## config.mk

```make
export PLATFORM = sky130hd
export DESIGN_NAME = mcy_engine
export DESIGN_NICKNAME = d
export VERILOG_FILES = /design/src/rtl/mcy_pkg.sv /design/src/rtl/mcy_engine.sv
export SDC_FILE = /design/constraint.sdc
export NUM_CORES = 1
export LEC_CHECK = 0
export ABC_AREA = 1
export BUFFER_PORTS_ARGS = -buffer_cell sky130_fd_sc_hd__buf_2
export CAP_MARGIN = 5
export CORE_MARGIN = 5
export CORE_UTILIZATION = 46
export CTS_BUF_LIST = sky130_fd_sc_hd__clkbuf_16
export CTS_CLUSTER_DIAMETER = 60
export DETAILED_ROUTE_END_ITERATION = 16
export PLACE_DENSITY_LB_ADDON = 0.12
export SLEW_MARGIN = 5
export SYNTH_ARGS = -nofsm -noshare
export SYNTH_HDL_FRONTEND = slang
export SYNTH_SLANG_ARGS = --single-unit
```

## constraint.sdc

```tcl
create_clock -name sys_clk -period 2.3 [get_ports sys_clk]
set_input_delay 0.575 -clock sys_clk [delete_from_list [all_inputs] [get_ports sys_clk]]
set_output_delay 0.575 -clock sys_clk [all_outputs]
set_load 0.05 [all_outputs]
```

## src/rtl/mcy_pkg.sv

```systemverilog
// What this block does
// - three cycles from acquisition to output
// - 4 kHz rate gives 250 us cycle
// - latency at 4 kHz is 750 us
// - stages overlap, one value per cycle
// - six rates from 250 Hz to 8 kHz
// - one exposure per measurement cycle
// - reset selects 2 kHz rate
// - laser setting acts only when control grounded
// - multifunction input: trigger, zero, teach, inactive
// - zeroing input loads master value
// - teaching input raises a one-clock teach pulse
// - key assignable; inactive locks key
// - measurement task loads parameter preset
// - only rate has a saved copy, reloaded by restore strobe; reset loads defaults into both
// - configuration arrives as host commands
// - triggered output starts three to four cycles later
`default_nettype none
package mcy_pkg;
    localparam int unsigned CLK_HZ          = 100_000_000;
    localparam int unsigned PIPE_DEPTH      = 3;
    localparam int unsigned VAL_W           = 16;
    localparam int unsigned RATE_250_HZ     = 250;
    localparam int unsigned RATE_500_HZ     = 500;
    localparam int unsigned RATE_1K_HZ      = 1000;
    localparam int unsigned RATE_2K_HZ      = 2000;
    localparam int unsigned RATE_4K_HZ      = 4000;
    localparam int unsigned RATE_8K_HZ      = 8000;
    // cycles per measurement cycle for each rate
    localparam int unsigned CYC_250 = CLK_HZ / RATE_250_HZ;
    localparam int unsigned CYC_500 = CLK_HZ / RATE_500_HZ;
    localparam int unsigned CYC_1K  = CLK_HZ / RATE_1K_HZ;
    localparam int unsigned CYC_2K  = CLK_HZ / RATE_2K_HZ;
    localparam int unsigned CYC_4K  = CLK_HZ / RATE_4K_HZ;
    localparam int unsigned CYC_8K  = CLK_HZ / RATE_8K_HZ;
    localparam int unsigned CNT_W   = 19;

    typedef enum logic [2:0] {
        RATE_250 = 3'h0, RATE_500 = 3'h1, RATE_1K = 3'h2,
        RATE_2K  = 3'h3, RATE_4K  = 3'h4, RATE_8K = 3'h5
    } mcy_rate_type;
    localparam mcy_rate_type RATE_RESET = RATE_2K;

    typedef enum logic [2:0] {
        MF_INACTIVE = 3'h0, MF_TRIG_HI = 3'h1, MF_TRIG_LO = 3'h2,
        MF_ZERO = 3'h3, MF_TEACH = 3'h4
    } mcy_mfi_type;

    typedef enum logic [1:0] {
        KEY_INACTIVE = 2'h0, KEY_ZERO = 2'h1, KEY_TEACH = 2'h2
    } mcy_key_type;

    typedef enum logic [1:0] {
        TASK_STANDARD = 2'h0, TASK_CHANGING = 2'h1, TASK_PENETRATE = 2'h2
    } mcy_task_type;

    typedef enum logic [2:0] {
        ST_IDLE = 3'b001, ST_RUN = 3'b010, ST_DRAIN = 3'b100
    } mcy_state_type;

    // preset word per task: peak mode, smoothing, threshold
    localparam logic [7:0] PRESET_STANDARD  = 8'h11;
    localparam logic [7:0] PRESET_CHANGING  = 8'h25;
    localparam logic [7:0] PRESET_PENETRATE = 8'h3A;
endpackage
`default_nettype wire

```

## src/rtl/mcy_engine.sv

```systemverilog
`default_nettype none
module mcy_engine
    import mcy_pkg::*;
(
    input  wire logic               sys_clk,
    input  wire logic               rst_n,
    // configuration from the command decoder
    input  wire logic               cfg_we,
    input  wire mcy_rate_type       cfg_rate,
    input  wire mcy_mfi_type        cfg_mfi,
    input  wire mcy_key_type        cfg_key,
    input  wire mcy_task_type       cfg_task,
    input  wire logic               cfg_laser_on,
    input  wire logic [VAL_W-1:0]   cfg_master,
    input  wire logic               cfg_save,
    input  wire logic               cfg_restore,
    // pins and acquisition
    input  wire logic               laser_ctl_gnd,
    input  wire logic               mfi_in,
    input  wire logic               key_in,
    input  wire logic [VAL_W-1:0]   acq_value,
    // outputs
    output logic                    expose,
    output logic                    laser_en,
    output logic [VAL_W-1:0]        out_value,
    output logic                    out_valid,
    output logic                    teach_pulse,
    output logic [7:0]              task_preset,
    output mcy_rate_type            rate_now
);
    mcy_rate_type        rate_r, rate_nxt, sv_rate_r, sv_rate_nxt;
    mcy_mfi_type         mfi_r, mfi_nxt;
    mcy_key_type         key_r, key_nxt;
    mcy_task_type        task_r, task_nxt;
    logic                laser_r, laser_nxt;
    logic [VAL_W-1:0]    master_r, master_nxt;
    logic [7:0]          preset_r, preset_nxt;
    logic [CNT_W-1:0]    cnt_r, cnt_nxt, period;
    logic                tick;
    logic [VAL_W-1:0]    stg_r [PIPE_DEPTH];
    logic [VAL_W-1:0]    stg_nxt [PIPE_DEPTH];
    logic [PIPE_DEPTH-1:0] vld_r, vld_nxt;
    logic                mfi_q_r, key_q_r, zero_r, zero_nxt;
    logic                expose_r, expose_nxt, teach_r, teach_nxt;
    logic                out_v_r, out_v_nxt;
    logic [VAL_W-1:0]    out_r, out_nxt;
    mcy_state_type       st_r, st_nxt;
    logic                trig_mode, trig_act, mfi_rise, key_rise;

    // cycle length from selected rate
    always_comb
    begin
        case (rate_r)
            RATE_250: period = CNT_W'(CYC_250);
            RATE_500: period = CNT_W'(CYC_500);
            RATE_1K:  period = CNT_W'(CYC_1K);
            RATE_2K:  period = CNT_W'(CYC_2K);
            RATE_4K:  period = CNT_W'(CYC_4K);
            RATE_8K:  period = CNT_W'(CYC_8K);
            default:  period = CNT_W'(CYC_2K);
        endcase
    end
    // cycle end; compare with >= so a shorter new period never overruns the count
    assign tick      = (cnt_r >= period - CNT_W'(1));
    assign trig_mode = (mfi_r == MF_TRIG_HI) || (mfi_r == MF_TRIG_LO);
    assign trig_act  = (mfi_r == MF_TRIG_HI) ? mfi_in : !mfi_in;
    assign mfi_rise  = mfi_in && !mfi_q_r;
    assign key_rise  = key_in && !key_q_r;

    // configuration: volatile working set and saved copy
    always_comb
    begin
        rate_nxt   = rate_r;
        sv_rate_nxt = sv_rate_r;
        mfi_nxt    = mfi_r;
        key_nxt    = key_r;
        task_nxt   = task_r;
        laser_nxt  = laser_r;
        master_nxt = master_r;
        if (cfg_we)
        begin
            rate_nxt   = cfg_rate;
            mfi_nxt    = cfg_mfi;
            key_nxt    = cfg_key;
            task_nxt   = cfg_task;
            laser_nxt  = cfg_laser_on;
            master_nxt = cfg_master;
        end
        if (cfg_save)
            sv_rate_nxt = rate_r;
        if (cfg_restore)
            rate_nxt = sv_rate_r;
        case (task_r)
            TASK_STANDARD:  preset_nxt = PRESET_STANDARD;
            TASK_CHANGING:  preset_nxt = PRESET_CHANGING;
            TASK_PENETRATE: preset_nxt = PRESET_PENETRATE;
            default:        preset_nxt = PRESET_STANDARD;
        endcase
    end

    // cycle timer, trigger state and inputs
    always_comb
    begin
        cnt_nxt    = tick ? '0 : cnt_r + CNT_W'(1);
        expose_nxt = tick;
        st_nxt     = st_r;
        case (st_r)
            ST_IDLE:  if (!trig_mode || trig_act) st_nxt = ST_RUN;
            ST_RUN:   if (trig_mode && !trig_act && tick) st_nxt = ST_DRAIN;
            ST_DRAIN: if (trig_act || !trig_mode) st_nxt = ST_RUN;
                      else if (tick && vld_r == '0) st_nxt = ST_IDLE;
            default:  st_nxt = ST_IDLE;
        endcase
        zero_nxt  = zero_r;
        teach_nxt = 1'b0;
        // request used up when it replaced a stage-2 value; a new request wins
        if (tick && vld_r[1])
            zero_nxt = 1'b0;
        if ((mfi_r == MF_ZERO && mfi_rise) || (key_r == KEY_ZERO && key_rise))
            zero_nxt = 1'b1;
        if ((mfi_r == MF_TEACH && mfi_rise) || (key_r == KEY_TEACH && key_rise))
            teach_nxt = 1'b1;
    end

    // three-stage pipeline, one shift per cycle
    always_comb
    begin
        for (int i = 0; i < PIPE_DEPTH; i++)
            stg_nxt[i] = stg_r[i];
        vld_nxt   = vld_r;
        out_nxt   = out_r;
        out_v_nxt = 1'b0;
        if (tick)
        begin
            stg_nxt[0] = acq_value;
            vld_nxt[0] = (st_r == ST_RUN);
            for (int i = 1; i < PIPE_DEPTH; i++)
            begin
                stg_nxt[i] = stg_r[i-1];
                vld_nxt[i] = vld_r[i-1];
            end
            if (zero_r && vld_r[1])
                stg_nxt[2] = master_r;
            if (vld_r[PIPE_DEPTH-1])
            begin
                out_nxt   = stg_r[PIPE_DEPTH-1];
                out_v_nxt = 1'b1;
            end
        end
    end

    always_ff @(posedge sys_clk)
    begin
        if (!rst_n)
        begin
            rate_r   <= RATE_RESET;
            sv_rate_r <= RATE_RESET;
            mfi_r    <= MF_INACTIVE;
            key_r    <= KEY_ZERO;
            task_r   <= TASK_STANDARD;
            laser_r  <= 1'b1;
            master_r <= '0;
            preset_r <= PRESET_STANDARD;
            cnt_r    <= '0;
            expose_r <= 1'b0;
            st_r     <= ST_IDLE;
            zero_r   <= 1'b0;
            teach_r  <= 1'b0;
            mfi_q_r  <= 1'b0;
            key_q_r  <= 1'b0;
            vld_r    <= '0;
            out_r    <= '0;
            out_v_r  <= 1'b0;
            for (int i = 0; i < PIPE_DEPTH; i++)
                stg_r[i] <= '0;
        end
        else
        begin
            rate_r   <= rate_nxt;
            sv_rate_r <= sv_rate_nxt;
            mfi_r    <= mfi_nxt;
            key_r    <= key_nxt;
            task_r   <= task_nxt;
            laser_r  <= laser_nxt;
            master_r <= master_nxt;
            preset_r <= preset_nxt;
            cnt_r    <= cnt_nxt;
            expose_r <= expose_nxt;
            st_r     <= st_nxt;
            zero_r   <= zero_nxt;
            teach_r  <= teach_nxt;
            mfi_q_r  <= mfi_in;
            key_q_r  <= key_in;
            vld_r    <= vld_nxt;
            out_r    <= out_nxt;
            out_v_r  <= out_v_nxt;
            for (int i = 0; i < PIPE_DEPTH; i++)
                stg_r[i] <= stg_nxt[i];
        end
    end

    // laser gate, registered
    logic las_r;
    always_ff @(posedge sys_clk)
    begin
        if (!rst_n)
            las_r <= 1'b1;
        else
            las_r <= laser_ctl_gnd ? laser_r : 1'b1;
    end

    assign expose      = expose_r;
    assign laser_en    = las_r;
    assign out_value   = out_r;
    assign out_valid   = out_v_r;
    assign teach_pulse = teach_r;
    assign task_preset = preset_r;
    assign rate_now    = rate_r;

    // checks
    chk_period_rate: assert property (@(posedge sys_clk) disable iff (!rst_n)
        rate_r == RATE_4K |-> period == CNT_W'(25000))
        else $error("period wrong at 4 kHz");
    chk_reset_rate: assert property (@(posedge sys_clk)
        $rose(rst_n) |-> rate_r == RATE_2K)
        else $error("reset rate not 2 kHz");
    chk_one_expose: assert property (@(posedge sys_clk) disable iff (!rst_n)
        expose_r |=> !expose_r)
        else $error("expose longer than one cycle");
    chk_pipe_shift: assert property (@(posedge sys_clk) disable iff (!rst_n)
        tick && vld_r[2] |=> out_v_r && out_r == $past(stg_r[2]))
        else $error("output not from third stage");
    chk_latency_track: assert property (@(posedge sys_clk) disable iff (!rst_n)
        tick && !trig_mode && st_r == ST_RUN |=> vld_r[0])
        else $error("stage not loaded");
    chk_laser_gate: assert property (@(posedge sys_clk) disable iff (!rst_n)
        !laser_ctl_gnd |=> las_r)
        else $error("laser off without ground");
    chk_zero_load: assert property (@(posedge sys_clk) disable iff (!rst_n)
        tick && zero_r && vld_r[1] |=> stg_r[2] == $past(master_r))
        else $error("master not loaded");
    chk_key_lock: assert property (@(posedge sys_clk) disable iff (!rst_n)
        key_r == KEY_INACTIVE && mfi_r != MF_TEACH |=> !teach_r)
        else $error("locked key acted");
    chk_teach: assert property (@(posedge sys_clk) disable iff (!rst_n)
        mfi_r == MF_TEACH && mfi_rise |=> teach_r)
        else $error("teach missing");
    chk_preset: assert property (@(posedge sys_clk) disable iff (!rst_n)
        task_r == TASK_PENETRATE |=> preset_r == PRESET_PENETRATE)
        else $error("preset wrong");
    cov_output: cover property (@(posedge sys_clk) out_v_r);
    cov_zero: cover property (@(posedge sys_clk) zero_r && tick);
    cov_drain: cover property (@(posedge sys_clk) st_r == ST_DRAIN);
endmodule // mcy_engine
`default_nettype wire

```

==> flow_summary.json <==
{
  "r2r_start": "rate_now[0]$_SDFFE_PN1P_",
  "start_kind": "flop",
  "remaining_drc_errors": 0,
  "setup_viol": 89,
  "cp.depth": 22,
  "crit_type": "flop to flop",
  "worstHoldPathType": "input port to flop",
  "root_buffer": "clkbuf_16",
  "holdWs_ns": 0.357,
  "pwr-share-clk_pct": 47.6,
  "layout_setup_ws_ns": -0.187,
  "p_sw_share_pct": 23.4,
  "timing.rr.end": "out_value[9]$_SDFFE_PN0P_",
  "violations": "negative setup slack",
  "ys_warn_count": 0,
  "min-delay-start": "laser_ctl_gnd",
  "die_h_um": 120,
  "p_total_uw": 5420,
  "design_area_sq_mm": 0.00742,
  "yosysTopAreaCell": "dfxtp_1",
  "cts_buffers": 17,
  "finalMaxSlewViolations": 0,
  "fin_util_pct": 62.0,
  "detail-route-antenna-nets": 0,
  "cp_slowest_cell": "dfxtp_4",
  "nets": 889,
  "clockBufferDepth": 2,
  "grt_overflow": 0,
  "first_pass_iters": 4,
  "n_antenna_cell": 0,
  "final_cells": 975,
  "crit_path_frequent_cell": "nand2_1",
  "hold_viol_final": 0,
  "p_per_area_mw_per_mm2": 731,
  "p_switching_uw": 1270,
  "ys_seq_area_share_pct": 47.1,
  "end_kind": "flop",
  "hold_depth": 2,
  "placed_area_sq_mm": 0.00636,
  "hold_end": "laser_en$_SDFF_PN1_",
  "leakagePower_uw": 0.00342,
  "initial_core_util_pct": 46.6,
  "core_sq_mm": 0.0120,
  "critPathRequiredTime_ns": 2.65,
  "synth_cell_types": 46,
  "routed_wl_um": 13500,
  "post-route-period-util_pct": 108,
  "status": "finished, violations left",
  "cp_num_buf_inv": 6,
  "clkLatencyLatePin_ns": 0.41,
  "grt_pass1_vias": 4869,
  "internal_power_uw": 4150,
  "crit_family": "simple AND/OR/NAND/NOR gates",
  "die_x_um": 120,
  "yosys.area.top_type_share_pct": 47.1,
  "ir_drop_v": 0.000361,
  "relSlewSlack_pct": 62.1,
  "drive_gt1_share_pct": 30.1,
  "gp_congestion": 0.838,
  "netlist_area_sq_mm": 0.00557,
  "clock-sinks": 131,
  "syn2layout_area_growth_pct": 33.2,
  "grt_pass1_wl_um": 22200,
  "multi_input_area_sq_mm": 0.00280,
  "grt_setup_unrepaired": "yes",
  "viasPerCell": 5.00,
  "drtIter0Drc": 270,
  "antenna_found_initial": 0,
  "wire_per_inst_um": 13.9,
  "num_vias": 4877,
  "grt_usage_pct": 19.1,
  "die-area_sq_mm": 0.0144,
  "fin_skew_ns": 0.00641,
  "nFillCells": 1074,
  "critPathMaxFanout": 8,
  "cp.arrival_ns": 2.83,
  "r2r_slack_ns": -0.19,
  "comb_power_share_pct": 8.5,
  "cts_tree": "built",
  "seq_area_sq_mm": 0.00263,
  "hpwl_um": 9210,
  "ys_top_cells_by_area": "dfxtp_1 47%, nor2_1 7.6%, o21ai_0 7.3%, nand2_1 6.4%, inv_1 5.7%",
  "yosys_register_bits": 131,
  "avgSynthCellArea_sq_um": 7.90,
  "critPathMaxStageDelay_ns": 0.36,
  "synthCells": 705,
  "cts_max_level": 4,
  "max_clock_freq_ghz": 0.402,
  "reg2reg_depth": 22,
  "port_buffers": 79,
  "clk_pin_slew_ns": 0.06,
  "grt_max_degree": 45,
  "drv_cap": 0,
  "pwr-share-seq_pct": 43.9,
  "num_rows": 40,
  "placedCellCount": 933,
  "worst_pin_slew_ns": 0.568,
  "min_period_ns": 2.49,
  "io_pins": 82,
  "crit_chain": "inv_2 > nor2_1 > inv_1 > nor2_2 > inv_2 > ha_4 > a21oi_4 > a21oi_2 > ha_1 > nand2_1 > inv_2 > nand2_1 > nand2_1 > nand2_1 > nand2_1 > nand2_2 > nand3_4 > clkinv_8 > nor2_8 > clkbuf_16 > o21ai_2 > nor2_1"
}
## cells in the mapped netlist, drive strengths merged
master / n
a211oi: 2
a21o: 2
a21oi: 22
a31oi: 2
buf: 17
clkbuf: 14
clkinv: 1
conb: 1
dfxtp: 131
ha: 23
inv: 88
mux2i: 2
nand2: 102
nand3: 33
nand3b: 1
nand4: 3
nor2: 119
nor3: 11
nor3b: 3
nor4: 2
o211ai: 2
o21ai: 97
o21bai: 1
o22ai: 17
or2: 1
xnor2: 5
xor2: 3
## kinds of logic (layout without fill, tap and decap cells)
| group | after synthesis | after routing | share of synthesized area (%) |
|---|---|---|---|
| fa+ha+maj | 23 | 23 | 5.17 |
| flops | 131 | 131 | 47.1 |
| compound gates | 145 | 145 | 13.8 |
| simple gates | 275 | 276 | 22.9 |
| other cells | 1 | 2 | 0.0673 |
| mux | 2 | 2 | 0.359 |
| xor+xnor | 8 | 8 | 1.39 |
| buf+inv | 120 | 241 | 9.28 |
## worst max-delay path by stage
stage | startpoint | endpoint
floorplan | rate_now[0]$_SDFFE_PN1P_ | cnt_r[4]$_SDFF_PP0_
global placement | rate_now[0]$_SDFFE_PN1P_ | cnt_r[4]$_SDFF_PP0_
detailed placement | rate_now[0]$_SDFFE_PN1P_ | out_value[0]$_SDFFE_PN0P_
CTS | rate_now[0]$_SDFFE_PN1P_ | stg_r[0][13]$_SDFFE_PN0N_
global route | rate_now[0]$_SDFFE_PN1P_ | out_value[13]$_SDFFE_PN0P_
finish | rate_now[0]$_SDFFE_PN1P_ | out_value[9]$_SDFFE_PN0P_
## sequential cells by signal, summed over array words and instances (netlist names)
name / count
laser_en: 1
vld_r: 3
mfi_r: 3
expose: 1
key_q_r: 1
zero_r: 1
cnt_r: 19
out_value: 16
rate_now: 3
st_r: 3
teach_pulse: 1
master_r: 16
task_r: 2
sv_rate_r: 3
stg_r: 48
key_r: 2
mfi_q_r: 1
task_preset: 5
out_valid: 1
laser_r: 1
## final cells by class
class,instances,area share [%]
multi-input combinational,456,37.7
clock buffer,18,6.07
sequential,131,35.5
timing repair buffer,120,12.0
inverter,89,4.74
clock inverter,14,1.60
tap,147,2.48
## metal layers
layer / track usage (%) / part of all wire, % / up-vias / routed length (um)
met1: 22.0 / 42 / 2270 / 5720
met3: 5.33 / 3.8 / 22 / 510
li1: - / - / 2502 / -
met5: 0 / 0 / - / 0
met4: 7.44 / 2.0 / 0 / 264
met2: 33.3 / 52 / 83 / 7030
## timing repair
item                                    CTS  global route
resized for setup                        38            55
endpoints found under the setup margin   86            92
gates cloned                              1             3
pin swaps                                 2             6
hold buffers                              0             0
setup buffers                             5             2
## placed cells by master, fill, tap and decap left out, types with 17 or more instances in the layout
cell       synthesis  final
dfxtp_1          131    128
nor2_1           113     98
nand2_1           95     89
inv_1             84     84
buf_2              6     79
o21ai_0           81     56
o21ai_1           16     25
nand3_1           31     23
ha_1              23     22
clkbuf_16          0     21
buf_4              5     21
a21oi_1           22     17
## power groups by stage
stage                     registers [uW]  logic (uW)  clock network [uW]
after floorplan                     2450         243                   0
after global placement              2420         396                   0
after detailed placement            2430         408                   0
after CTS                           2380         424                2640
after global routing                2390         510                2750
final                               2380         459                2580
## stage by stage
stage	setup WS (ns)	TNS (ns)
6_report	-0.187	-8.61
3_3_place_gp	-0.0958	-5.51
3_5_place_dp	-0.178	-10.27
4_1_cts	-0.134	-7.08
2_1_floorplan	-0.188	-10.14
5_1_grt	-0.387	-27.78
(Power assumes the default switching activity.)
